$ cat src/rtl/conv_backend_defs.vh
/*
 converter back end: register offsets, field positions, reset values, mode codes, timing.
 assumes one 40 MHz clock and word-only APB access.
*/
`ifndef CONV_BACKEND_DEFS_VH
`define CONV_BACKEND_DEFS_VH
// ==========================================================
// register byte offsets
`define OFF_STATUS 12'h000
`define OFF_CTRL_ONE 12'h004
`define OFF_CTRL_TWO 12'h008
`define OFF_SPT_ONE 12'h00c
`define OFF_SPT_TWO 12'h010
`define OFF_POFS_ONE 12'h014
`define OFF_POFS_TWO 12'h018
`define OFF_POFS_THREE 12'h01c
`define OFF_POFS_FOUR 12'h020
`define OFF_HIGH 12'h024
`define OFF_LOW 12'h028
`define OFF_OSQ_ONE 12'h02c
`define OFF_OSQ_TWO 12'h030
`define OFF_OSQ_THREE 12'h034
`define OFF_PSQ 12'h038
`define OFF_PRES_ONE 12'h03c
`define OFF_PRES_TWO 12'h040
`define OFF_PRES_THREE 12'h044
`define OFF_PRES_FOUR 12'h048
`define OFF_ORES 12'h04c
`define OFF_IRQ_EN 12'h050
// ==========================================================
// reset values
`define RST_ZERO 32'h0000_0000
`define RST_HIGH 12'hfff
// ==========================================================
// status bits
`define ST_RANGE 0
`define ST_CEND 1
`define ST_PEND 2
`define ST_PSTART 3
`define ST_OSTART 4
// control_one fields
`define C1_CHSEL_LO 0
`define C1_CHSEL_HI 4
`define C1_SINGLE 9
`define C1_MODE_LO 16
`define C1_MODE_HI 19
`define C1_PMON 22
`define C1_OMON 23
// control_two fields
`define C2_DMA 8
`define C2_ALIGN 11
// interrupt enable fields
`define IE_RANGE 0
`define IE_CEND 1
`define IE_PEND 2
// ==========================================================
// pairing mode codes
`define MODE_INDEP 4'h0
`define MODE_REG_PRE_SIM 4'h1
`define MODE_REG_ALT 4'h2
`define MODE_PSIM_FAST 4'h3
`define MODE_PSIM_SLOW 4'h4
`define MODE_PRE_SIM 4'h5
`define MODE_REG_SIM 4'h6
`define MODE_FAST 4'h7
`define MODE_SLOW 4'h8
`define MODE_ALT 4'h9
// ==========================================================
// switch intervals in converter clock cycles
`define FAST_GAP 5'h07
`define SLOW_GAP 5'h0e
`endif

$ cat src/rtl/conv_backend.v
/*
 digital back end of a paired converter: result storage, monitor, flags, dma request,
 master/slave start sequencing. assumes APB master with word accesses, converter results
 arriving as one-cycle strobes, and a one-cycle converter_clock enable pulse.
*/
// Overview of operation
// - ordinary end writes the single ordinary result register
// - preempted end writes result register of its sequence position
// - 12-bit result right or left aligned in 16 bits by alignment bit
// - preempted result minus offset of its sequence position, sign extended above
// - ordinary readable by cpu or dma, preempted only by cpu
// - dma request on every ordinary result update while enabled
// - slave ordinary results land in master register, master dma
// - monitored result above high or below low sets out-of-range flag
// - single-channel bit limits monitoring to the selected channel
// - monitor compares raw 12-bit result, no offset or alignment
// - five flags; pend, cend, range raise interrupt when enabled
// - first two converters share an interrupt line, third separate
// - regular simultaneous: master regular trigger starts both
// - preempted simultaneous: master preempted trigger starts both
// - combined: each trigger starts its group on both
// - alternate: successive preempted triggers go master then slave
// - regular plus alternate: preempt halts regular, ignore until resume
// - fast switch: slave now, then alternate every 7 converter clocks
// - slow switch: alternate starts every 14 converter clocks
// - combined switch: preempt interrupts, resume with second converter
// - 4-bit pairing mode field, codes above 1001 not allowed
// - flags cleared by writing zero; cend also by ordinary read
`include "conv_backend_defs.vh"
module conv_backend #(
   parameter RES_W = 12
) (
   input wire ref_clk,
   input wire reset_n,
   input wire psel,
   input wire penable,
   input wire pwrite,
   input wire [11:0] paddr,
   input wire [31:0] pwdata,
   output wire [31:0] prdata,
   output wire pready,
   output wire pslverr,
   input wire converter_clock,
   input wire ord_trigger,
   input wire pre_trigger,
   input wire ord_done,
   input wire ord_from_slave,
   input wire [RES_W-1:0] ord_value,
   input wire [4:0] ord_channel,
   input wire pre_done,
   input wire [1:0] pre_position,
   input wire [RES_W-1:0] pre_value,
   input wire [4:0] pre_channel,
   input wire pre_group_end,
   output reg master_ord_start,
   output reg slave_ord_start,
   output reg master_pre_start,
   output reg slave_pre_start,
   output reg ord_halt,
   output reg dma_request,
   input wire dma_ack,
   output wire irq_shared
);
   // ==========================================================
   // registers
   reg [4:0] status_flags;
   reg [31:0] control_one;
   reg [31:0] control_two;
   reg [31:0] sample_time_one;
   reg [31:0] sample_time_two;
   reg [RES_W-1:0] preempt_offset_value [0:3];
   reg [RES_W-1:0] monitor_high_bound;
   reg [RES_W-1:0] monitor_low_bound;
   reg [31:0] ordinary_sequence_one;
   reg [31:0] ordinary_sequence_two;
   reg [31:0] ordinary_sequence_three;
   reg [31:0] preempt_sequence;
   reg [15:0] preempt_result_n [0:3];
   reg [31:0] ordinary_result;
   reg [2:0] irq_enable;
   reg [31:0] read_data;
   reg alt_turn;
   reg pre_busy;
   reg sw_active;
   reg sw_turn;
   reg [4:0] sw_count;
   integer i;
   integer j;
   wire [3:0] pairing_mode_select = control_one[`C1_MODE_HI:`C1_MODE_LO];
   wire result_alignment_select = control_two[`C2_ALIGN];
   wire ordinary_dma_enable = control_two[`C2_DMA];
   wire ordinary_monitor_enable = control_one[`C1_OMON];
   wire preempt_monitor_enable = control_one[`C1_PMON];
   wire monitor_single_channel_enable = control_one[`C1_SINGLE];
   wire [4:0] monitor_channel_select = control_one[`C1_CHSEL_HI:`C1_CHSEL_LO];
   // ==========================================================
   // helpers
   // alignment of a 16-bit signed or plain value
   function [15:0] align_value;
      input [15:0] v;
      input left;
      begin
         if (left)
            align_value = {v[11:0], 4'h0};
         else
            align_value = v;
      end
   endfunction
   // window check on the raw value
   function out_of_window;
      input [RES_W-1:0] v;
      input [4:0] ch;
      input en;
      begin
         out_of_window = en && (!monitor_single_channel_enable || ch == monitor_channel_select)
            && (v > monitor_high_bound || v < monitor_low_bound);
      end
   endfunction
   // ==========================================================
   // apb access decode, zero wait states, word accesses only
   wire access = psel && penable;
   wire wr = access && pwrite;
   wire rd = access && !pwrite;
   wire mapped = (paddr[1:0] == 2'b00) && (paddr <= `OFF_IRQ_EN);
   assign pready = 1'b1;
   assign pslverr = access && !mapped;
   assign prdata = read_data;
   wire ord_read = rd && paddr == `OFF_ORES;
   // ==========================================================
   // result path
   wire [RES_W:0] pre_diff = {1'b0, pre_value} - {1'b0, preempt_offset_value[pre_position]};
   wire [15:0] pre_signed = {{(16-RES_W){pre_diff[RES_W]}}, pre_diff[RES_W-1:0]};
   wire [15:0] pre_aligned = align_value(pre_signed, result_alignment_select);
   wire [15:0] ord_aligned = align_value({4'h0, ord_value}, result_alignment_select);
   wire range_hit = (ord_done && out_of_window(ord_value, ord_channel, ordinary_monitor_enable))
      || (pre_done && out_of_window(pre_value, pre_channel, preempt_monitor_enable));
   // result registers, each held until its group converts again
   always @(posedge ref_clk or negedge reset_n)
   begin
      if (!reset_n)
      begin
         ordinary_result <= `RST_ZERO;
         for (i = 0; i < 4; i = i + 1)
            preempt_result_n[i] <= 16'h0000;
      end
      else
      begin
         if (ord_done)
            ordinary_result <= {16'h0000, ord_aligned};
         if (pre_done)
            preempt_result_n[pre_position] <= pre_aligned;
      end
   end
   // dma request held until acknowledged, only the ordinary result drives it
   always @(posedge ref_clk or negedge reset_n)
   begin
      if (!reset_n)
         dma_request <= 1'b0;
      else if (ord_done && ordinary_dma_enable)
         dma_request <= 1'b1;
      else if (dma_ack)
         dma_request <= 1'b0;
   end
   // ==========================================================
   // status flags: hardware set wins over software clear
   wire any_start_ord = master_ord_start || slave_ord_start;
   wire any_start_pre = master_pre_start || slave_pre_start;
   reg [4:0] set_bits;
   reg [4:0] next_flags;
   always @*
   begin
      set_bits = 5'h00;
      set_bits[`ST_RANGE] = range_hit;
      set_bits[`ST_CEND] = ord_done || pre_group_end;
      set_bits[`ST_PEND] = pre_group_end;
      set_bits[`ST_PSTART] = any_start_pre;
      set_bits[`ST_OSTART] = any_start_ord;
      next_flags = status_flags;
      if (wr && paddr == `OFF_STATUS)
         next_flags = status_flags & pwdata[4:0];
      if (ord_read)
         next_flags[`ST_CEND] = 1'b0;
      next_flags = next_flags | set_bits;
   end
   // ==========================================================
   // register writes
   always @(posedge ref_clk or negedge reset_n)
   begin
      if (!reset_n)
      begin
         status_flags <= 5'h00;
         control_one <= `RST_ZERO;
         control_two <= `RST_ZERO;
         sample_time_one <= `RST_ZERO;
         sample_time_two <= `RST_ZERO;
         for (j = 0; j < 4; j = j + 1)
            preempt_offset_value[j] <= 12'h000;
         monitor_high_bound <= `RST_HIGH;
         monitor_low_bound <= 12'h000;
         ordinary_sequence_one <= `RST_ZERO;
         ordinary_sequence_two <= `RST_ZERO;
         ordinary_sequence_three <= `RST_ZERO;
         preempt_sequence <= `RST_ZERO;
         irq_enable <= 3'h0;
      end
      else
      begin
         status_flags <= next_flags;
         if (wr)
         begin
            case (paddr)
               `OFF_CTRL_ONE:
               begin
                  control_one <= pwdata;
                  if (pwdata[`C1_MODE_HI:`C1_MODE_LO] > `MODE_ALT)
                     control_one[`C1_MODE_HI:`C1_MODE_LO] <= `MODE_INDEP;
               end
               `OFF_CTRL_TWO: control_two <= pwdata;
               `OFF_SPT_ONE: sample_time_one <= pwdata;
               `OFF_SPT_TWO: sample_time_two <= pwdata;
               `OFF_POFS_ONE: preempt_offset_value[0] <= pwdata[RES_W-1:0];
               `OFF_POFS_TWO: preempt_offset_value[1] <= pwdata[RES_W-1:0];
               `OFF_POFS_THREE: preempt_offset_value[2] <= pwdata[RES_W-1:0];
               `OFF_POFS_FOUR: preempt_offset_value[3] <= pwdata[RES_W-1:0];
               `OFF_HIGH: monitor_high_bound <= pwdata[RES_W-1:0];
               `OFF_LOW: monitor_low_bound <= pwdata[RES_W-1:0];
               `OFF_OSQ_ONE: ordinary_sequence_one <= pwdata;
               `OFF_OSQ_TWO: ordinary_sequence_two <= pwdata;
               `OFF_OSQ_THREE: ordinary_sequence_three <= pwdata;
               `OFF_PSQ: preempt_sequence <= pwdata;
               `OFF_IRQ_EN: irq_enable <= pwdata[2:0];
               default: ;
            endcase
         end
      end
   end
   // ==========================================================
   // read mux, registered on the setup cycle
   always @(posedge ref_clk or negedge reset_n)
   begin
      if (!reset_n)
         read_data <= `RST_ZERO;
      else if (psel && !penable && !pwrite)
      begin
         case (paddr)
            `OFF_STATUS: read_data <= {27'h0000000, status_flags};
            `OFF_CTRL_ONE: read_data <= control_one;
            `OFF_CTRL_TWO: read_data <= control_two;
            `OFF_SPT_ONE: read_data <= sample_time_one;
            `OFF_SPT_TWO: read_data <= sample_time_two;
            `OFF_POFS_ONE: read_data <= {20'h00000, preempt_offset_value[0]};
            `OFF_POFS_TWO: read_data <= {20'h00000, preempt_offset_value[1]};
            `OFF_POFS_THREE: read_data <= {20'h00000, preempt_offset_value[2]};
            `OFF_POFS_FOUR: read_data <= {20'h00000, preempt_offset_value[3]};
            `OFF_HIGH: read_data <= {20'h00000, monitor_high_bound};
            `OFF_LOW: read_data <= {20'h00000, monitor_low_bound};
            `OFF_OSQ_ONE: read_data <= ordinary_sequence_one;
            `OFF_OSQ_TWO: read_data <= ordinary_sequence_two;
            `OFF_OSQ_THREE: read_data <= ordinary_sequence_three;
            `OFF_PSQ: read_data <= preempt_sequence;
            `OFF_PRES_ONE, `OFF_PRES_TWO, `OFF_PRES_THREE, `OFF_PRES_FOUR:
               read_data <= {16'h0000, preempt_result_n[paddr[3:2] + 2'h1]};
            `OFF_ORES: read_data <= ordinary_result;
            `OFF_IRQ_EN: read_data <= {29'h00000000, irq_enable};
            default: read_data <= `RST_ZERO;
         endcase
      end
   end
   // interrupt: first two converters combine their requests outside onto this line
   assign irq_shared = (status_flags[`ST_PEND] && irq_enable[`IE_PEND])
      || (status_flags[`ST_CEND] && irq_enable[`IE_CEND])
      || (status_flags[`ST_RANGE] && irq_enable[`IE_RANGE]);
   // ==========================================================
   // pairing sequencer
   wire [3:0] m = pairing_mode_select;
   wire reg_sim = (m == `MODE_REG_PRE_SIM) || (m == `MODE_REG_ALT) || (m == `MODE_REG_SIM);
   wire pre_sim = (m == `MODE_REG_PRE_SIM) || (m == `MODE_PRE_SIM)
      || (m == `MODE_PSIM_FAST) || (m == `MODE_PSIM_SLOW);
   wire pre_alt = (m == `MODE_REG_ALT) || (m == `MODE_ALT);
   wire sw_fast = (m == `MODE_FAST) || (m == `MODE_PSIM_FAST);
   wire sw_mode = sw_fast || (m == `MODE_SLOW) || (m == `MODE_PSIM_SLOW);
   wire [4:0] gap = sw_fast ? `FAST_GAP : `SLOW_GAP;
   // in pure switch modes a preempted trigger is not expected and is dropped
   wire pre_ok = pre_trigger && !(m == `MODE_FAST || m == `MODE_SLOW)
      && !(m == `MODE_REG_ALT && pre_busy);
   always @(posedge ref_clk or negedge reset_n)
   begin
      if (!reset_n)
      begin
         master_ord_start <= 1'b0;
         slave_ord_start <= 1'b0;
         master_pre_start <= 1'b0;
         slave_pre_start <= 1'b0;
         ord_halt <= 1'b0;
         alt_turn <= 1'b0;
         pre_busy <= 1'b0;
         sw_active <= 1'b0;
         sw_turn <= 1'b0;
         sw_count <= 5'h00;
      end
      else
      begin
         master_ord_start <= 1'b0;
         slave_ord_start <= 1'b0;
         master_pre_start <= 1'b0;
         slave_pre_start <= 1'b0;
         if (pre_group_end && pre_busy)
         begin
            pre_busy <= 1'b0;
            ord_halt <= 1'b0;
            if (sw_mode && sw_active)
            begin
               sw_turn <= 1'b0;
               sw_count <= 5'h00;
            end
         end
         if (pre_ok)
         begin
            if (pre_alt)
            begin
               master_pre_start <= !alt_turn;
               slave_pre_start <= alt_turn;
               alt_turn <= !alt_turn;
               if (m == `MODE_REG_ALT)
               begin
                  pre_busy <= 1'b1;
                  ord_halt <= 1'b1;
               end
            end
            else if (pre_sim)
            begin
               master_pre_start <= 1'b1;
               slave_pre_start <= 1'b1;
               pre_busy <= 1'b1;
               ord_halt <= sw_mode;
            end
            else
               master_pre_start <= 1'b1;
         end
         else if (ord_trigger && !pre_busy)
         begin
            if (reg_sim)
            begin
               master_ord_start <= 1'b1;
               slave_ord_start <= 1'b1;
            end
            else if (sw_mode)
            begin
               sw_active <= 1'b1;
               sw_turn <= 1'b0;
               sw_count <= 5'h00;
            end
            else
               master_ord_start <= 1'b1;
         end
         else if (sw_active && !pre_busy && !sw_mode)
            sw_active <= 1'b0;
         else if (sw_active && !pre_busy && converter_clock)
         begin
            if (sw_count == 5'h00)
            begin
               slave_ord_start <= !sw_turn;
               master_ord_start <= sw_turn;
               sw_turn <= !sw_turn;
               sw_count <= gap - 5'h01;
            end
            else
               sw_count <= sw_count - 5'h01;
         end
      end
   end
endmodule

$ cat config.mk
export PLATFORM = sky130hd
export DESIGN_NAME = conv_backend
export DESIGN_NICKNAME = d
export VERILOG_FILES = /design/src/rtl/conv_backend.v
export VERILOG_INCLUDE_DIRS = /design/src /design/src/rtl
export SDC_FILE = /design/constraint.sdc
export NUM_CORES = 1
export LEC_CHECK = 0
export ABC_AREA = 1
export BUFFER_PORTS_ARGS = -buffer_cell sky130_fd_sc_hd__buf_2
export CORE_UTILIZATION = 58
export DETAILED_ROUTE_END_ITERATION = 8
export PLACE_DENSITY = 0.76
export SLEW_MARGIN = 20
export SYNTH_ARGS = -nofsm -noshare
export SYNTH_HDL_FRONTEND = slang
export SYNTH_SLANG_ARGS = --single-unit
$ cat constraint.sdc
create_clock -name ref_clk -period 2.34 [get_ports ref_clk]
set_input_delay 0.117 -clock ref_clk [delete_from_list [all_inputs] [get_ports ref_clk]]
set_output_delay 0.117 -clock ref_clk [all_outputs]
set_load 0.02 [all_outputs]
==> results of run 1 <==
## power groups by stage
stage / Combinational [mW] / Sequential [mW] / Clock, mW
2_1_floorplan: 0.820 / 8.54 / 0
3_3_place_gp: 1.55 / 8.54 / 0
3_5_place_dp: 1.60 / 8.55 / 0
4_1_cts: 1.69 / 8.41 / 7.62
5_1_grt: 1.93 / 8.44 / 7.92
6_report: 1.76 / 8.42 / 7.57
## kinds of logic (layout without fill, tap and decap cells)
logic type	Yosys count	in the layout	synth area share (%)
buf+inv	365	629	6.372
flops	463	463	49.11
simple gates	1606	1606	28.64
fa+ha+maj	64	64	3.422
xor+xnor	18	18	0.6674
other cells	1	2	0.01587
compound gates	526	526	11.77
## placed cells by master (no fill, tap or decap), drive strengths merged, types with 6 or more instances in the layout
cell type / synthesis / layout
nand4: 37 / 37
buf: 60 / 292
xnor2: 10 / 10
inv: 205 / 207
nand3: 298 / 298
ha: 63 / 63
clkbuf: 98 / 77
o221ai: 10 / 10
dlygate4sd3: 0 / 44
a221oi: 11 / 11
a21oi: 46 / 46
nor2: 216 / 216
o21ai: 426 / 426
xor2: 8 / 8
dfstp: 12 / 12
clkinv: 2 / 6
and3: 7 / 7
nor3: 14 / 14
o22ai: 14 / 14
nand2: 1029 / 1029
dfrtp: 451 / 451
## routing by layer
layer	track usage (%)	routed length (um)	vias to the layer above
met5	0	0	-
met4	16.49	3639	0
met3	8.514	8459	199
met2	62.60	37370	1180
met1	56.27	33770	10980
li1	-	-	10400
## flip-flops by register name, summed over array words and instances (netlist names), 16 cells and up
register and flops:
control_two 32, control_one 32, preempt_result_n 64, sample_time_two 32, prdata 32, sample_time_one 32
preempt_sequence 32, ordinary_result 16, ordinary_sequence_two 32, preempt_offset_value 48, ordinary_sequence_one 32, ordinary_sequence_three 32
## path summary, 6_finish.rpt
kind,to,startpoint
worst min register to register,preempt_result_n[33]$_DFFE_PN0P_,preempt_result_n[33]$_DFFE_PN0P_
max in group asynchronous,prdata[10]$_DFFE_PN0P_,reset_n
worst max register to register,preempt_result_n[39]$_DFFE_PN0P_,preempt_offset_value[38]$_DFFE_PN0P_
min in group asynchronous,monitor_low_bound[5]$_DFFE_PN0P_,reset_n
worst min-delay path,ordinary_result[6]$_DFFE_PN0P_,ord_value[6]
worst max-delay path,preempt_result_n[39]$_DFFE_PN0P_,preempt_offset_value[38]$_DFFE_PN0P_
## synthesized netlist by cell type (all sizes together) (2+ instances only)
cell type	number	area share (%)
xnor2	10	0.37
nand3	298	6.6
nand2	1029	17
clkbuf	98	1.6
o21a	2	0.064
a22o	5	0.19
nand3b	2	0.064
clkinv	2	0.032
nor2	216	3.8
dfrtp	451	48
o221ai	10	0.37
a31oi	3	0.079
dfstp	12	1.3
buf	60	1.5
xor2	8	0.30
a22oi	4	0.13
a21oi	46	0.97
o21ai	426	9.0
a221oi	11	0.41
ha	63	3.3
and3	7	0.19
nand4	37	0.98
inv	205	3.3
o22ai	14	0.37
o31ai	2	0.064
nor3	14	0.41
## worst max-delay path, cell delays in order (launching register included)
cell	delay, ns
dfrtp_1	0.38
a22o_1	0.21
a221oi_2	0.25
ha_1	0.35
a21oi_2	0.17
nand2_2	0.12
nand2_2	0.09
nand3_2	0.08
xnor2_2	0.22
nand2_1	0.10
nand2_2	0.12
o21ai_1	0.06
## area by class of cell
type                            instances  share of cell area, %
Tap cell                              525                  2.346
Inverter                              207                  2.774
Multi-Input combinational cell       2215                  39.15
Antenna cell                            1               0.008935
Clock buffer                           77                  4.999
Timing Repair Buffer                  336                  8.828
Sequential cell                       463                  41.43
Clock inverter                          9                 0.4646
## repair_timing
item	4_1_cts	5_1_grt
hold buffers	44	0
gates resized for setup	38	79
setup endpoints to repair	54	56
endpoints found under the hold margin	627	0
buffers inserted	0	4
pin swaps	11	32
==> flow_summary.toml, run 1 <==
[synth]
syn_inst = 3043
ys_async_sr_fraction_pct = 100.0
synth_edf_count = 0
syn_nets = 3200
ys_types = 48
synthFlopType = "dfrtp_1"
syn-cell-area_mm2 = 0.02362
ys_seq_elements = 463
synth.avg_cell_area_um2 = 7.763
ys_seq_area_share_pct = 49.11
ys_warn_count = 0

[clock_tree]
clock-root-buffer = "clkbuf_16"
cts_buffers = 48
clk_transition_reported_paths_ns = 0.07
cts_tree = "done"
htreeDepth = 2
clock-sinks = 463
clk_latency_ns = 0.60
cts.path.max_buffers = 3

[sta]
grt_setup_unrepaired = "true"
setup_ws_ns = 0.04542
fin_crit_ns = 2.295
period_share_pct = 98.06
slew-limit-headroom_pct = 31.57
finalHoldViolCount = 0
drv_slew = 0
max_slew.worst_pin.slew_ns = 1.025
worst_hold_slack_ns = 0.01015
setup_viol = 0
skew_ns = 0.02119
tns_ns = 0
max_freq_ghz = 0.4358

[floorplanning]
die_x_um = 203.8
die_height_um = 203.8
start_util_pct = 59.18
die-area_mm2 = 0.04154
io_pins = 134
fp.coreArea_mm2 = 0.03991
rows = 73

[worst_setup_path]
start_kind = "flip-flop"
rr_worst_depth = 11
worstPathMaxFanout = 4
required_ns = 2.78
cp-end-kind = "flip-flop"
critPathKind = "flip-flop to flip-flop"
r2r_slack_ns = 0.05
worstPathArrival_ns = 2.74

[layout]
regArea_mm2 = 0.01160
nFillCells = 3239
stdcell_count = 3833
multi_input_area_mm2 = 0.01096
area_delta_synth_final_pct = 18.55
drive_gt1_share_pct = 15.57
fin_area_mm2 = 0.02801
final_net_count = 3428
utilization_pct = 70.16

[grt]
grt_antenna_before_repair = 1
grt_usage_pct = 40.68
grt_pass1_vias = 21340
gr-total-overflow = 0
grt_max_degree = 75
grt_first_pass_wirelength_um = 127300

[placed_design]
place.port_buffers = 131
place.gp.congestion = 1.002
place_area_mm2 = 0.02556
pre_cts_ws_ns = -0.4443
place_hpwl_um = 58250
place_inst = 3698

[route]
num_vias = 22760
drc = 0
first_iter_violations = 2586
drt-pass1-iter-count = 5
wl_per_cell_um = 21.72
routed_via_density = 5.938
drtAntennaViolNets = 0
routed_wl_um = 83240

[pwr]
clockPowerShare_pct = 42.6
ir_drop_mv = 0.6680
p_leak_nw = 13.99
sequentialPowerShare_pct = 47.4
power_density_mw_per_mm2 = 634.0
switching_share_pct = 25.86
total_power_mw = 17.76
intPower_mw = 13.17
netSwitchingPower_mw = 4.591
combPwrFrac_pct = 9.9

[hold_path]
whs_path_depth = 3
min_path_type = "primary input to flip-flop"

[outcome]
status = "completed"

[job]
maxCapViolations = 0
No activity file was read; power rests on OpenSTA's default activity.
==> run 2: changes to the inputs <==
--- a/config.mk
+++ b/config.mk
@@ -8,6 +8,7 @@
 export LEC_CHECK = 0
 export ABC_AREA = 1
 export BUFFER_PORTS_ARGS = -buffer_cell sky130_fd_sc_hd__buf_2
+export CORE_MARGIN = 3
 export CORE_UTILIZATION = 58
 export DETAILED_ROUTE_END_ITERATION = 8
 export PLACE_DENSITY = 0.76
==> constraint.sdc (replaced) <==
create_clock -name ref_clk -period 2.85 [get_ports ref_clk]
set_input_delay 0.1425 -clock ref_clk [delete_from_list [all_inputs] [get_ports ref_clk]]
set_output_delay 0.1425 -clock ref_clk [all_outputs]
set_load 0.02 [all_outputs]
==> run 2 against run 1 <==
First-iteration DRC count is 7.2% higher. Via count is 2.2% lower. Critical path depth is 1 higher. Final area is 3.3% lower. Fmax is 14% lower.
==> flow_summary.toml, run 2 (synthesis results as in run 1) <==
[layout]
final_common_cell = "nand2_1"
utilization_pct = 67.70
final_cell_mix = "nand2_1, dfrtp_1, o21ai_0"
area_delta_synth_final_pct = 14.65
final_net_count = 3341
reg.largest.list = "preempt_result_n: 64 flops, preempt_offset_value: 48 flops"
largest_register_ffs = 64
top_register = "preempt_result_n"
drive_gt1_share_pct = 11.04
stdcell_count = 3751

[clock_tree]
clock-root-buffer = "clkbuf_16"
htreeDepth = 2
cts_tree = "done"
cts_buffers = 49
clk_latency_ns = 0.61
cts.path.max_buffers = 3
clock-sinks = 463
clk_transition_reported_paths_ns = 0.07

[sta]
worst_hold_slack_ns = 0.02594
tns_ns = 0
period_share_pct = 93.17
slew-limit-headroom_pct = 27.76
max_freq_ghz = 0.3766
drv_slew = 0
grt_setup_unrepaired = "false"
skew_ns = 0.02456
finalHoldViolCount = 0
fin_crit_ns = 2.655
setup_viol = 0
max_slew.worst_pin.slew_ns = 1.077

[worst_setup_path]
start_kind = "flip-flop"
cp_common_cell = "nand2_1"
critPathBufInv = 1
required_ns = 3.32
crit_family = "compound AO/OA/AOI/OAI gates"
cp_slowest_cell = "a221oi_1"
slowest_delay_ns = 0.43
worstPathArrival_ns = 3.12
worstPathMaxFanout = 4
critPathKind = "flip-flop to flip-flop"
cp-end-kind = "flip-flop"
cp_cell_sequence = "a22o_1, a221oi_1, buf_4, ha_1, nand2_1, nand2_1, a31oi_1, nand4_1, nand2_1, nand2_1, nand3_1, nand2_1"

[route]
drtAntennaViolNets = 0
routed_wl_um = 79610
first_iter_violations = 2772
num_vias = 22260
routed_via_density = 5.935
drc = 0
wl_per_cell_um = 21.22
drt-pass1-iter-count = 7

[grt]
use_met3_pct = 8.720
gr-usage-met2_pct = 56.01
grt_busiest_layer = "met2"
grt_first_pass_wirelength_um = 123900
use_met1_pct = 50.04
grt_max_degree = 99
gr-total-overflow = 0
grt_usage_pct = 36.51
grt_pass1_vias = 21370
grt_antenna_before_repair = 1

[placed_design]
place_inst = 3615
place.port_buffers = 131
place.gp.congestion = 0.9167
place_hpwl_um = 54870

[floorplanning]
start_util_pct = 59.05
die-area_mm2 = 0.04319
io_pins = 134
rows = 73
die_height_um = 207.8
die_x_um = 207.8
fp.coreArea_mm2 = 0.04001

[pwr]
ir_drop_mv = 0.5394
p_leak_nw = 13.55
power_density_mw_per_mm2 = 551.6
total_power_mw = 14.94

[job]
maxCapViolations = 0

[hold_path]
min_path_type = "primary input to flip-flop"

[outcome]
status = "completed"
-- run 2: final timing paths --
path | depth (start not counted) | from | slack [ns] | endpoint
min | 3 | ord_value[7] | 0.03 | ordinary_result[7]$_DFFE_PN0P_
max reg2reg | 12 | preempt_offset_value[44]$_DFFE_PN0P_ | 0.19 | preempt_result_n[27]$_DFFE_PN0P_
min in group asynchronous | 2 | reset_n | 0.05 | monitor_low_bound[9]$_DFFE_PN0P_
max | 12 | preempt_offset_value[44]$_DFFE_PN0P_ | 0.19 | preempt_result_n[27]$_DFFE_PN0P_
max in group asynchronous | 3 | reset_n | 1.75 | preempt_result_n[14]$_DFFE_PN0P_
min reg2reg | 2 | prdata[2]$_DFFE_PN0P_ | 0.48 | prdata[2]$_DFFE_PN0P_
-- run 2: power breakdown --
| part | internal [mW] | switching [mW] |
|---|---|---|
| Sequential | 6.79 | 0.130 |
| Combinational | 0.408 | 0.918 |
| Clock | 3.89 | 2.81 |
-- run 2: final cells by class --
class,instances,area [um2]
Fill cell,3315,12920
Sequential cell,463,11600
Multi-Input combinational cell,2215,10550
Timing Repair Buffer,248,1802
Clock buffer,69,1431
Inverter,207,777.0
Tap cell,525,656.9
Clock inverter,22,259.0
Antenna cell,2,5.005
-- run 2: stage by stage --
stage / area (um2) / worst slack, ns
detailed placement: 24940 / 0.07957
global placement: 24940 / 0.1349
floorplan: 23620 / 0.6732
finish: 27080 / 0.1946
global route: 27080 / 0.02184
CTS: 27040 / 0.1451
-- run 2: timing repair --
item / in CTS / in global routing
hold buffers: 41 / 2
resized for setup: 0 / 4
hold endpoints to repair: 582 / 3
setup buffers: 0 / 0
setup endpoints to repair: 0 / 7
-- run 2: worst register-to-register path: stages (launching register included) --
cell      delay [ns]
dfrtp_1         0.40
a22o_1          0.24
a221oi_1        0.43
buf_4           0.22
ha_1            0.27
nand2_1         0.10
nand2_1         0.08
a31oi_1         0.22
nand4_1         0.15
nand2_1         0.12
nand2_1         0.11
nand3_1         0.12
nand2_1         0.07
-- run 2: routing by layer --
metal	share of wire (%)	routed length [um]
met5	0	0
met4	4.7	3740
met1	40	31580
met3	11	8462
met2	45	35830
